File: config.mk
export PLATFORM = sky130hd
export DESIGN_NAME = iosba_bank
export DESIGN_NICKNAME = d
export VERILOG_FILES = /design/src/pkg/iosba_pkg.sv /design/src/rtl/iosba_bank.sv /design/src/rtl/iosba_sync.sv /design/src/rtl/iosba_merge.sv
export VERILOG_INCLUDE_DIRS = /design/src /design/src/pkg
export SDC_FILE = /design/constraint.sdc
export NUM_CORES = 1
export LEC_CHECK = 0
export ABC_CLOCK_PERIOD_IN_PS = 4300
export BUFFER_PORTS_ARGS = -buffer_cell sky130_fd_sc_hd__buf_2
export CAP_MARGIN = 0
export CORE_MARGIN = 3
export CORE_UTILIZATION = 62
export DETAILED_ROUTE_END_ITERATION = 8
export PLACE_DENSITY = 0.86
export SYNTH_ARGS = -nofsm -noshare
export SYNTH_HDL_FRONTEND = slang
export SYNTH_SLANG_ARGS = --single-unit
File: constraint.sdc
create_clock -name i_clk_sys -period 4.3 [get_ports i_clk_sys]
set_input_delay 0.43 -clock i_clk_sys [delete_from_list [all_inputs] [get_ports i_clk_sys]]
set_output_delay 0.43 -clock i_clk_sys [all_outputs]
set_load 0.01 [all_outputs]
File: src/pkg/iosba_cfg.svh
// Purpose: constants of the lower io register bank with single-bit access
// Assumes: io addresses 0x00..0x20, data space alias at io address plus 0x20
// Notes:   masks give the writable and write-one-to-clear bits of each register
//
// Behaviour
// - bit set and clear work on io 0x00..0x1F except the reserved addresses, refused elsewhere
// - bit test with skip result works on io 0x00..0x1F
// - status flags clear on writing one; writing zero leaves them unchanged
// - bit set or clear changes only the addressed bit, nothing written back
`ifndef IOSBA_CFG_SVH
`define IOSBA_CFG_SVH

`define IOSBA_DATA_OFS    8'h20
`define IOSBA_BIT_TOP     6'h1F
`define IOSBA_LAST_REG    6'h20
`define IOSBA_RST_VAL     8'h00

// register offsets
`define IOSBA_OFS_PWR_RED 6'h00
`define IOSBA_OFS_DIG_DIS 6'h01
`define IOSBA_OFS_RSV_02  6'h02
`define IOSBA_OFS_CNV_B   6'h03
`define IOSBA_OFS_RES_LO  6'h04
`define IOSBA_OFS_RES_HI  6'h05
`define IOSBA_OFS_CNV_A   6'h06
`define IOSBA_OFS_CNV_SEL 6'h07
`define IOSBA_OFS_CMP     6'h08
`define IOSBA_OFS_RSV_09  6'h09
`define IOSBA_OFS_RSV_0A  6'h0A
`define IOSBA_OFS_T1_FLG  6'h0B
`define IOSBA_OFS_T1_MSK  6'h0C
`define IOSBA_OFS_SH_CTL  6'h0D
`define IOSBA_OFS_SH_STA  6'h0E
`define IOSBA_OFS_SH_DAT  6'h0F
`define IOSBA_OFS_SH_BUF  6'h10
`define IOSBA_OFS_RSV_11  6'h11
`define IOSBA_OFS_PCM_LO  6'h12
`define IOSBA_OFS_SCR0    6'h13
`define IOSBA_OFS_SCR1    6'h14
`define IOSBA_OFS_SCR2    6'h15
`define IOSBA_OFS_PB_IN   6'h16
`define IOSBA_OFS_PB_DIR  6'h17
`define IOSBA_OFS_PB_OUT  6'h18
`define IOSBA_OFS_PA_IN   6'h19
`define IOSBA_OFS_PA_DIR  6'h1A
`define IOSBA_OFS_PA_OUT  6'h1B
`define IOSBA_OFS_NV_CTL  6'h1C
`define IOSBA_OFS_NV_DAT  6'h1D
`define IOSBA_OFS_NV_ADR  6'h1E
`define IOSBA_OFS_RSV_1F  6'h1F
`define IOSBA_OFS_PCM_HI  6'h20

// writable and clear-on-one bit masks
`define IOSBA_RW_FULL     8'hFF
`define IOSBA_RW_PWR_RED  8'h0F
`define IOSBA_RW_DIG_DIS  8'h3F
`define IOSBA_RW_CNV_B    8'hD7
`define IOSBA_RW_CNV_A    8'hEF
`define IOSBA_W1_CNV_A    8'h10
`define IOSBA_RW_CNV_SEL  8'h47
`define IOSBA_RW_CMP      8'hCB
`define IOSBA_W1_CMP      8'h10
`define IOSBA_W1_T1_FLG   8'h07
`define IOSBA_RW_T1_MSK   8'h07
`define IOSBA_RW_SH_STA   8'h0F
`define IOSBA_W1_SH_STA   8'hE0
`define IOSBA_RW_NV_CTL   8'h3F
`define IOSBA_RW_NV_ADR   8'h3F

// flag and status bit positions
`define IOSBA_BIT_CNV_DONE 3'h4
`define IOSBA_BIT_CMP_EVT  3'h4
`define IOSBA_BIT_CMP_OUT  3'h5
`define IOSBA_BIT_SH_START 3'h7
`define IOSBA_BIT_SH_OVF   3'h6
`define IOSBA_BIT_SH_STOP  3'h5
`define IOSBA_BIT_SH_COLL  3'h4

`endif

File: src/pkg/iosba_pkg.sv
// Purpose: types of the lower io register bank
// Assumes: 33 byte registers at io 0x00..0x20
// Notes:   access op codes are driven by the core each request
package iosba_pkg;
	typedef enum logic [2:0] {
		IOSBA_OP_READ      = 3'h0,
		IOSBA_OP_WRITE     = 3'h1,
		IOSBA_OP_SET_BIT   = 3'h2,
		IOSBA_OP_CLEAR_BIT = 3'h3,
		IOSBA_OP_SKIP_ONE  = 3'h4,
		IOSBA_OP_SKIP_ZERO = 3'h5
	} iosba_op_t;

	typedef struct packed {
		logic [32:0][7:0] regs;
		logic [7:0]       rdata;
		logic             done;
		logic             skip;
		logic             err;
	} iosba_bank_state_t;

	typedef struct packed {
		logic [7:0] s1;
		logic [7:0] s2;
	} iosba_sync_state_t;
endpackage : iosba_pkg

File: src/rtl/iosba_bank.sv
// Purpose: lower io register bank with byte and single-bit access from the core
// Assumes: core requests come from logic on i_clk_sys; pins are asynchronous
// Notes:   answer one cycle after the request; set by hardware wins over clear
`timescale 1ns/1ps
`include "iosba_cfg.svh"
module iosba_bank
	import iosba_pkg::*;
(
	input  wire logic       i_clk_sys,
	input  wire logic       i_nrst,
	// core access port
	input  wire logic       i_acc_valid,
	input  wire iosba_op_t  i_acc_op,
	input  wire logic       i_acc_space,
	input  wire logic [7:0] i_acc_addr,
	input  wire logic [2:0] i_acc_bit,
	input  wire logic [7:0] i_acc_wdata,
	output logic      [7:0] o_acc_rdata,
	output logic            o_acc_done,
	output logic            o_acc_skip,
	output logic            o_acc_err,
	// peripheral events and status
	input  wire logic [2:0] i_tmr1_evt,
	input  wire logic       i_cnv_done,
	input  wire logic       i_cmp_evt,
	input  wire logic       i_cmp_out,
	input  wire logic       i_sh_start,
	input  wire logic       i_sh_ovf,
	input  wire logic       i_sh_stop,
	input  wire logic       i_sh_coll,
	input  wire logic [7:0] i_res_lo,
	input  wire logic [7:0] i_res_hi,
	input  wire logic [7:0] i_sh_buf,
	input  wire logic [7:0] i_pin_a,
	input  wire logic [7:0] i_pin_b,
	// register contents to the peripherals
	output logic      [7:0] o_pwr_red,
	output logic      [7:0] o_dig_dis,
	output logic      [7:0] o_cnv_ctl_b,
	output logic      [7:0] o_cnv_ctl_a,
	output logic      [7:0] o_cnv_sel,
	output logic      [7:0] o_cmp_ctl,
	output logic      [7:0] o_tmr1_flags,
	output logic      [7:0] o_tmr1_mask,
	output logic      [7:0] o_sh_ctl,
	output logic      [7:0] o_sh_sta,
	output logic      [7:0] o_sh_data,
	output logic      [7:0] o_pcm_lo,
	output logic      [7:0] o_pcm_hi,
	output logic      [7:0] o_pa_dir,
	output logic      [7:0] o_pa_out,
	output logic      [7:0] o_pb_dir,
	output logic      [7:0] o_pb_out,
	output logic      [7:0] o_nv_ctl,
	output logic      [7:0] o_nv_data,
	output logic      [7:0] o_nv_addr
);
	iosba_bank_state_t st_reg;
	iosba_bank_state_t st_next;

	logic [7:0] pin_a_s;
	logic [7:0] pin_b_s;
	logic [6:0] dec;
	logic       acc_hit;
	logic [5:0] acc_idx;
	logic       acc_rsv;
	logic       bit_ok;
	logic [7:0] rd_val;
	logic [7:0] cur_val;
	logic [7:0] merged;

	// map an address of either space onto an io index with a hit flag
	function automatic logic [6:0] iosba_decode(input logic space, input logic [7:0] addr);
		logic [7:0] a;
		logic       ok;
		a  = space ? (addr - `IOSBA_DATA_OFS) : addr;
		ok = space ? (addr >= `IOSBA_DATA_OFS) : 1'b1;
		ok = ok && (a <= {2'b00, `IOSBA_LAST_REG});
		iosba_decode = {ok, a[5:0]};
	endfunction : iosba_decode

	// addresses with no register behind them
	function automatic logic iosba_reserved(input logic [5:0] idx);
		case (idx)
			`IOSBA_OFS_RSV_02,
			`IOSBA_OFS_RSV_09,
			`IOSBA_OFS_RSV_0A,
			`IOSBA_OFS_RSV_11,
			`IOSBA_OFS_RSV_1F: iosba_reserved = 1'b1;
			default:           iosba_reserved = 1'b0;
		endcase
	endfunction : iosba_reserved

	// bits that software stores
	function automatic logic [7:0] iosba_rw_mask(input logic [5:0] idx);
		case (idx)
			`IOSBA_OFS_PWR_RED: iosba_rw_mask = `IOSBA_RW_PWR_RED;
			`IOSBA_OFS_DIG_DIS: iosba_rw_mask = `IOSBA_RW_DIG_DIS;
			`IOSBA_OFS_CNV_B:   iosba_rw_mask = `IOSBA_RW_CNV_B;
			`IOSBA_OFS_CNV_A:   iosba_rw_mask = `IOSBA_RW_CNV_A;
			`IOSBA_OFS_CNV_SEL: iosba_rw_mask = `IOSBA_RW_CNV_SEL;
			`IOSBA_OFS_CMP:     iosba_rw_mask = `IOSBA_RW_CMP;
			`IOSBA_OFS_T1_MSK:  iosba_rw_mask = `IOSBA_RW_T1_MSK;
			`IOSBA_OFS_SH_STA:  iosba_rw_mask = `IOSBA_RW_SH_STA;
			`IOSBA_OFS_NV_CTL:  iosba_rw_mask = `IOSBA_RW_NV_CTL;
			`IOSBA_OFS_NV_ADR:  iosba_rw_mask = `IOSBA_RW_NV_ADR;
			`IOSBA_OFS_SH_CTL,
			`IOSBA_OFS_SH_DAT,
			`IOSBA_OFS_PCM_LO,
			`IOSBA_OFS_SCR0,
			`IOSBA_OFS_SCR1,
			`IOSBA_OFS_SCR2,
			`IOSBA_OFS_PB_DIR,
			`IOSBA_OFS_PB_OUT,
			`IOSBA_OFS_PA_DIR,
			`IOSBA_OFS_PA_OUT,
			`IOSBA_OFS_NV_DAT,
			`IOSBA_OFS_PCM_HI:  iosba_rw_mask = `IOSBA_RW_FULL;
			default:            iosba_rw_mask = 8'h00;
		endcase
	endfunction : iosba_rw_mask

	// status flags that clear when one is written
	function automatic logic [7:0] iosba_w1c_mask(input logic [5:0] idx);
		case (idx)
			`IOSBA_OFS_CNV_A:  iosba_w1c_mask = `IOSBA_W1_CNV_A;
			`IOSBA_OFS_CMP:    iosba_w1c_mask = `IOSBA_W1_CMP;
			`IOSBA_OFS_T1_FLG: iosba_w1c_mask = `IOSBA_W1_T1_FLG;
			`IOSBA_OFS_SH_STA: iosba_w1c_mask = `IOSBA_W1_SH_STA;
			default:           iosba_w1c_mask = 8'h00;
		endcase
	endfunction : iosba_w1c_mask

	// bit test result: skip when the tested bit has the wanted level
	function automatic logic iosba_skip_hit(input logic [7:0] v, input logic [2:0] b, input logic want);
		iosba_skip_hit = (v[b] == want);
	endfunction : iosba_skip_hit

	// pin groups pass two flip-flops before the read path
	iosba_sync u_sync_a (
		.i_clk_sys (i_clk_sys),
		.i_nrst    (i_nrst),
		.i_d       (i_pin_a),
		.o_q       (pin_a_s)
	);

	iosba_sync u_sync_b (
		.i_clk_sys (i_clk_sys),
		.i_nrst    (i_nrst),
		.i_d       (i_pin_b),
		.o_q       (pin_b_s)
	);

	// address decode of the current request
	assign dec     = iosba_decode(i_acc_space, i_acc_addr);
	assign acc_hit = dec[6];
	assign acc_idx = dec[6] ? dec[5:0] : 6'h00;
	assign acc_rsv = iosba_reserved(acc_idx);
	assign bit_ok  = acc_hit && (acc_idx <= `IOSBA_BIT_TOP);
	assign cur_val = st_reg.regs[acc_idx];

	// read value: stored bits, hardware-owned bits, zero for reserved
	always_comb begin
		rd_val = cur_val & (iosba_rw_mask(acc_idx) | iosba_w1c_mask(acc_idx));
		case (acc_idx)
			`IOSBA_OFS_RES_LO: rd_val = i_res_lo;
			`IOSBA_OFS_RES_HI: rd_val = i_res_hi;
			`IOSBA_OFS_SH_BUF: rd_val = i_sh_buf;
			`IOSBA_OFS_PB_IN:  rd_val = pin_b_s;
			`IOSBA_OFS_PA_IN:  rd_val = pin_a_s;
			`IOSBA_OFS_CMP:    rd_val[`IOSBA_BIT_CMP_OUT] = i_cmp_out;
			`IOSBA_OFS_SH_STA: rd_val[`IOSBA_BIT_SH_COLL] = i_sh_coll;
			default:           rd_val = rd_val;
		endcase
		if (!acc_hit) begin
			rd_val = 8'h00;
		end
	end

	// byte write or single-bit update of the addressed register
	iosba_merge u_merge (
		.i_cur      (cur_val),
		.i_op       (i_acc_op),
		.i_bit      (i_acc_bit),
		.i_wdata    (i_acc_wdata),
		.i_rw_mask  (iosba_rw_mask(acc_idx)),
		.i_w1c_mask (iosba_w1c_mask(acc_idx)),
		.o_next     (merged)
	);

	// access handling, then hardware events so a set beats a clear
	always_comb begin
		st_next      = st_reg;
		st_next.done = 1'b0;
		st_next.skip = 1'b0;
		st_next.err  = 1'b0;
		if (i_acc_valid) begin
			st_next.done  = 1'b1;
			st_next.rdata = rd_val;
			if (!acc_hit) begin
				st_next.err = 1'b1;
			end else begin
				case (i_acc_op)
					IOSBA_OP_READ: begin
						st_next.err = 1'b0;
					end
					IOSBA_OP_WRITE: begin
						if (acc_rsv) begin
							st_next.err = 1'b1;
						end else begin
							st_next.regs[acc_idx] = merged;
						end
					end
					IOSBA_OP_SET_BIT,
					IOSBA_OP_CLEAR_BIT: begin
						if (!bit_ok || acc_rsv) begin
							st_next.err = 1'b1;
						end else begin
							st_next.regs[acc_idx] = merged;
						end
					end
					IOSBA_OP_SKIP_ONE: begin
						if (!bit_ok) begin
							st_next.err = 1'b1;
						end else begin
							st_next.skip = iosba_skip_hit(rd_val, i_acc_bit, 1'b1);
						end
					end
					IOSBA_OP_SKIP_ZERO: begin
						if (!bit_ok) begin
							st_next.err = 1'b1;
						end else begin
							st_next.skip = iosba_skip_hit(rd_val, i_acc_bit, 1'b0);
						end
					end
					default: begin
						st_next.err = 1'b1;
					end
				endcase
			end
		end
		// event flags set after the clear
		st_next.regs[`IOSBA_OFS_T1_FLG] = st_next.regs[`IOSBA_OFS_T1_FLG] | {5'h00, i_tmr1_evt};
		if (i_cnv_done) begin
			st_next.regs[`IOSBA_OFS_CNV_A][`IOSBA_BIT_CNV_DONE] = 1'b1;
		end
		if (i_cmp_evt) begin
			st_next.regs[`IOSBA_OFS_CMP][`IOSBA_BIT_CMP_EVT] = 1'b1;
		end
		if (i_sh_start) begin
			st_next.regs[`IOSBA_OFS_SH_STA][`IOSBA_BIT_SH_START] = 1'b1;
		end
		if (i_sh_ovf) begin
			st_next.regs[`IOSBA_OFS_SH_STA][`IOSBA_BIT_SH_OVF] = 1'b1;
		end
		if (i_sh_stop) begin
			st_next.regs[`IOSBA_OFS_SH_STA][`IOSBA_BIT_SH_STOP] = 1'b1;
		end
	end

	// state register
	always_ff @(posedge i_clk_sys or negedge i_nrst) begin
		if (!i_nrst) begin
			st_reg.regs  <= {33{`IOSBA_RST_VAL}};
			st_reg.rdata <= 8'h00;
			st_reg.done  <= 1'b0;
			st_reg.skip  <= 1'b0;
			st_reg.err   <= 1'b0;
		end else begin
			st_reg <= st_next;
		end
	end

	// core answer
	assign o_acc_rdata = st_reg.rdata;
	assign o_acc_done  = st_reg.done;
	assign o_acc_skip  = st_reg.skip;
	assign o_acc_err   = st_reg.err;

	// register contents to the peripherals
	assign o_pwr_red    = st_reg.regs[`IOSBA_OFS_PWR_RED];
	assign o_dig_dis    = st_reg.regs[`IOSBA_OFS_DIG_DIS];
	assign o_cnv_ctl_b  = st_reg.regs[`IOSBA_OFS_CNV_B];
	assign o_cnv_ctl_a  = st_reg.regs[`IOSBA_OFS_CNV_A];
	assign o_cnv_sel    = st_reg.regs[`IOSBA_OFS_CNV_SEL];
	assign o_cmp_ctl    = st_reg.regs[`IOSBA_OFS_CMP];
	assign o_tmr1_flags = st_reg.regs[`IOSBA_OFS_T1_FLG];
	assign o_tmr1_mask  = st_reg.regs[`IOSBA_OFS_T1_MSK];
	assign o_sh_ctl     = st_reg.regs[`IOSBA_OFS_SH_CTL];
	assign o_sh_sta     = st_reg.regs[`IOSBA_OFS_SH_STA];
	assign o_sh_data    = st_reg.regs[`IOSBA_OFS_SH_DAT];
	assign o_pcm_lo     = st_reg.regs[`IOSBA_OFS_PCM_LO];
	assign o_pcm_hi     = st_reg.regs[`IOSBA_OFS_PCM_HI];
	assign o_pa_dir     = st_reg.regs[`IOSBA_OFS_PA_DIR];
	assign o_pa_out     = st_reg.regs[`IOSBA_OFS_PA_OUT];
	assign o_pb_dir     = st_reg.regs[`IOSBA_OFS_PB_DIR];
	assign o_pb_out     = st_reg.regs[`IOSBA_OFS_PB_OUT];
	assign o_nv_ctl     = st_reg.regs[`IOSBA_OFS_NV_CTL];
	assign o_nv_data    = st_reg.regs[`IOSBA_OFS_NV_DAT];
	assign o_nv_addr    = st_reg.regs[`IOSBA_OFS_NV_ADR];
endmodule : iosba_bank

File: src/rtl/iosba_sync.sv
// Purpose: two flip-flop synchroniser for one group of eight pins
// Assumes: pins change freely with respect to the system clock
// Notes:   only the second stage is visible outside
`timescale 1ns/1ps
module iosba_sync
	import iosba_pkg::*;
(
	input  wire logic       i_clk_sys,
	input  wire logic       i_nrst,
	input  wire logic [7:0] i_d,
	output logic      [7:0] o_q
);
	iosba_sync_state_t st_reg;
	iosba_sync_state_t st_next;

	// first stage feeds the second only
	always_comb begin
		st_next    = st_reg;
		st_next.s1 = i_d;
		st_next.s2 = st_reg.s1;
	end

	// state register
	always_ff @(posedge i_clk_sys or negedge i_nrst) begin
		if (!i_nrst) begin
			st_reg <= '0;
		end else begin
			st_reg <= st_next;
		end
	end

	assign o_q = st_reg.s2;
endmodule : iosba_sync

File: src/rtl/iosba_merge.sv
// Purpose: new value of one register for a byte write or a single-bit op
// Assumes: masks come from the bank's address decode
// Notes:   purely combinational, holds no state
`timescale 1ns/1ps
module iosba_merge
	import iosba_pkg::*;
(
	input  wire logic       [7:0] i_cur,
	input  wire iosba_op_t        i_op,
	input  wire logic       [2:0] i_bit,
	input  wire logic       [7:0] i_wdata,
	input  wire logic       [7:0] i_rw_mask,
	input  wire logic       [7:0] i_w1c_mask,
	output logic            [7:0] o_next
);
	logic [7:0] sel;
	logic [7:0] val;

	// a bit op touches only its own bit, a byte write all bits
	always_comb begin
		sel = 8'hFF;
		val = i_wdata;
		if (i_op == IOSBA_OP_SET_BIT || i_op == IOSBA_OP_CLEAR_BIT) begin
			sel = 8'h01 << i_bit;
			val = (i_op == IOSBA_OP_SET_BIT) ? 8'hFF : 8'h00;
		end
	end

	// writable bits take the value, flag bits clear on one only
	assign o_next = ((i_cur & ~(sel & i_rw_mask)) | (val & sel & i_rw_mask))
		& ~(val & sel & i_w1c_mask);
endmodule : iosba_merge

# Word level (Yosys, flattened, before mapping)
# Memory sizes are Yosys's and may differ from the RTL's.
# Cells that the tools add are included.
# word_totals
register_bits,307
mem_bits_ro,1024
wordCells,172
n_memories,2
# memory_table
memory,words,word_bits,rd,rd_ports_with_merged_regs,wr,line,rtl
(name not given),64,8,1,0,0,iosba_bank.sv:96,case (idx)
(name not given),64,8,1,0,0,iosba_bank.sv:96,
# classes
n_addsub,1
magnitude_cmp,6
n_eq_ne,31
shifts,1
mux,39
bitwise_logic,13
n_reduce_logical,33
# op_table
operator,n
264-bit 2-to-1 mux,2
264-bit one-hot mux with 2 select lines,1
264-bit bitwise mux,1
131-bit 2-to-1 mux,1
120-bit 2-to-1 mux,1
8-bit AND,7
8-bit 2-to-1 mux,7
8-bit binary-select mux with 6-bit select,1
8-bit demux with 6-bit select,1
6-bit by 4-bit equality test with 1-bit output (second input constant),5
6-bit by 5-bit equality test with 1-bit output (second input constant),5
3-bit inequality test (second input constant),10
5-bit AND reduction,6
8-bit one-hot mux with 3 select lines,1
2-bit nonzero test,11
4-bit one-hot mux with 5 select lines,1
6-bit by 3-bit equality test with 1-bit output (second input constant),3
8-bit inverter,2
8-bit bitwise OR,2
1-bit 2-to-1 mux,15
3-bit nonzero test,5
1-bit one-hot mux with 6 select lines,2
2-bit one-hot mux with 5 select lines,1
8-bit by 6-bit greater-or-equal comparator with 1-bit output (second input constant),1
other kinds (24),32

# Longest topological paths before layout
# logic_depth
word_depth,20
mapped_depth,16
depth_no_buf,12

# Hierarchy
# From an unflattened synthesis, not the netlist that was laid out.
# unflattened
cells_unflattened,1489
hier_area_um2,16590.9
# modules_own_cells
mod,n_inst,cells_each,area_each_um2,seq_area_each_um2
iosba_bank,1,1401,15285.9,6881.6
iosba_sync,2,16,400.4,400.4
iosba_merge,1,56,504.2,0.0

# Worst setup path before layout
# No wires, ideal clock.
# synth_path
kind,input -> register
start,input i_acc_addr[5]
end,"register st_reg, in the netlist o_acc_skip"
arrival_ns,3.128
setup_slack_ns,1.049
path_stages,15
path_buffers,3
path_cell_list,buf_6 -> inv_1 -> ha_1 -> xor2_1 -> o32a_1 -> buf_2 -> o31ai_1 -> clkbuf_1 -> nor2_1 -> o2bb2ai_1 -> nor4bb_1 -> a211oi_1 -> a2111oi_4 -> nand4_1 -> mux2i_1
# synth_lines
item,line,rtl
start: declaration,iosba_bank.sv:15,"input wire logic [7:0] i_acc_addr,"
end signal: assignment,iosba_bank.sv:270,st_reg <= st_next;
end: declaration,iosba_bank.sv:58,iosba_bank_state_t st_reg;

==> summary.md <==
| Metric | Value |
|---|---|
| Fin nets | 1579 |
| Avg WL per Cell | 30.9 um |
| Synth Flop Type | dfrtp_1 |
| Clock latency on the worst-skew pair | 590 ps |
| DRT antenna net count | 0 |
| Cell variety after synth | 91 |
| Hold WS | 31.5 ps |
| Vias | 12500 |
| Category of the most critical setup path | input port to flip-flop |
| DRC viols | 0 |
| Final Setup Violations | 0 |
| Post-CTS setup buffers | 0 |
| Root Buffer | clkbuf_16 |
| # hold bufs at CTS | 17 |
| Max reg flops | 104 |
| CTS Buf Count | 31 |
| Leakage | 8.99 nW |
| Post-synth EDFFs | 0 |
| Register clock-pin slew on the reported worst setup and hold paths | 60 ps |
| WL final | 57.4 mm |
| Largest net degree at the start of global routing | 102 |
| Ordered cell list for the critical path | buf_4, nor4_4, o211ai_2, a211oi_1, nand2_1, and4_1, o32ai_1, o211ai_1, o31ai_1, nand4_1, mux2i_1 |
| Pwr/cell area | 367 nW/um^2 |
| Routability cong. | 1.01 |
| All-layer global routing usage | 41.2% |
| RSZ-0062 raised after global routing | false |
| Fin Setup TNS | 0 ps |
| IR drop worst, VDD | 421 uV |
| Full die area | 27700 um^2 |
| Number of global-route vias before repair | 12700 |
| Initial drt markers | 1569 |
| Fin. Hold Viols | 0 |
| Most common cell in the synthesized netlist | dfrtp_1 |
| Die H | 166 um |
| CP arrival | 4260 ps |
| Final Slew Violations | 0 |
| Antenna diode count | 0 |
| Status | finished, final reports clean |
| Mapped Cells | 1431 |
| Worst path required time | 4770 ps |
| Global-route wire length before repair | 85.7 mm |
| Initial antenna violation count | 0 |
| CP max stage cell | a211oi_1 |
| Mapped cell area | 15900 um^2 |
| Share of layout cells above drive strength 1 | 42.1% |
| Post-Syn Nets | 1509 |
| Core area | 25300 um^2 |
| # IOs | 247 |
| Crit path buffers/inverters | 1 |
| Tcrit/Tclk final | 88.1% |
| #FFs+latches synth | 307 |
| H-Tree Depth | 1 |
| Total grt overflow | 0 |
| Initial DRT Pass Iterations | 8 |
| Ranking of synthesized cells by area | dfrtp_1, mux2_2, buf_4 |
| Tightest Pin Transition | 885 ps |
| CTS sink cnt | 307 |
| Delay-heaviest family, CP | compound AO/OA/AOI/OAI gates |
| Rel. slew slack | 40.6% |
| Register area share after synthesis | 48.2% |
| Vias per std cell | 6.71 |
| CP endpoint kind | flip-flop |
| Slowest cell delay on critical path | 740 ps |
| DP HPWL | 40.7 mm |
| Hold Path Class | input port to flip-flop |
| Cell taking the most area after synthesis | dfrtp_1 |
| Period minus WS final | 3790 ps |
| Crit-path max FO | 16 |
| F_max | 264 MHz |
| CTS tree | done |
| Post_cts resized | 0 |
| Synth warnings | 0 |
| Std cell rows | 58 |
| Crit start category | input port |
| P&R area growth vs syn | 12.5% |
| Top cells by count, synth | dfrtp_1, buf_4, mux2_2 |
| Max clock buf depth | 3 |
| Post-synthesis average cell area | 11.1 um^2 |
| Clock Skews | 16.0 ps |
| FFs w/ async S/R, synth | 100% |
| Starting density of the core | 63.1% |
| Max_cap viols | 0 |
| IO buf count | 246 |
| Area share of the largest cell type after synthesis | 48.2% |
| Die X | 166 um |
[cell families after synthesis]
logic type,count (synthesis),share of synthesized area (%)
buf+inv,375,13.3
fa+ha+maj,3,0.220
simple gates,254,8.72
mux,214,16.3
compound gates,273,12.9
xor+xnor,5,0.275
flops,307,48.2
[per-layer routing]
metal | vias to the layer above | global-route usage, % | wire length, um
met5 | - | 0 | 0
met4 | 0 | 16.8 | 2840
met3 | 187 | 8.21 | 5650
met2 | 897 | 62.9 | 26000
met1 | 6308 | 58.7 | 22900
li1 | 5064 | - | -
[per-stage QoR]
| step | total power [W] | util [%] | worst slack (ps) | instance area, um^2 | instances |
|---|---|---|---|---|---|
| floorplan | 0.00337 | - | 1050 | 15900 | 1431 |
| global placement | 0.00376 | 66.1 | -77.5 | 16700 | 1781 |
| detailed placement | 0.00377 | 66.1 | -16.9 | 16700 | 1781 |
| CTS | 0.00657 | 71.0 | 568 | 17900 | 1856 |
| global route | 0.00675 | 71.0 | 417 | 17900 | 1856 |
| finish | 0.00659 | 71.0 | 514 | 17900 | 1856 |
[cell usage in the layout (no fill, tap or decap), types with 6 or more instances in the layout]
cell type and n:
a2111oi_0 9, a211o_1 7, a211oi_1 17, a21oi_1 40
a222oi_1 6, a22o_1 10, a22oi_1 17, a31oi_1 6
and3_1 6, buf_12 13, buf_2 243, buf_4 120
clkbuf_16 31, clkbuf_8 10, dfrtp_1 307, dlygate4sd3_1 17
inv_1 17, mux2_2 152, mux2i_1 37, mux4_2 21
nand2_1 68, nand2b_1 12, nand3_1 20, nand4_1 9
nor2_1 62, nor2b_1 14, nor3_1 14, o211ai_1 10
o21ai_0 42, o221ai_1 7, o22ai_1 19, o31ai_1 9
[final timing paths]
| check | start | endpoint | cells past startpoint | slack [ps] |
|---|---|---|---|---|
| max | i_acc_addr[1] | o_acc_skip | 11 | 510 |
| min | i_sh_stop | o_sh_sta[5] | 2 | 30 |
| max reg2reg | o_pb_dir[7] | o_sh_sta[7] | 10 | 1340 |
| min reg2reg | u_sync_b.st_next[3] | u_sync_b.o_q[3] | 0 | 350 |
| max in group asynchronous | i_nrst | o_cnv_ctl_b[5] | 3 | 2810 |
| min in group asynchronous | i_nrst | o_acc_rdata[2] | 2 | 490 |
[where the power goes]
group	leakage [nW]	switching (W)	total, W	internal (W)
combinational	4.32	0.000524	0.000815	0.000291
clock	0.521	0.00120	0.00283	0.00162
sequential	4.15	0.0000238	0.00294	0.00292
[area by class of cell]
type	instances	area, um^2
well taps	330	413
multi-input cells	749	6130
repair buffers	394	2560
flip-flops and latches	307	7680
clock inverters	13	144
clock buffers	45	928
inverters	18	67.6
fillers	1767	7320
No activity file was read; power rests on OpenSTA's default activity.
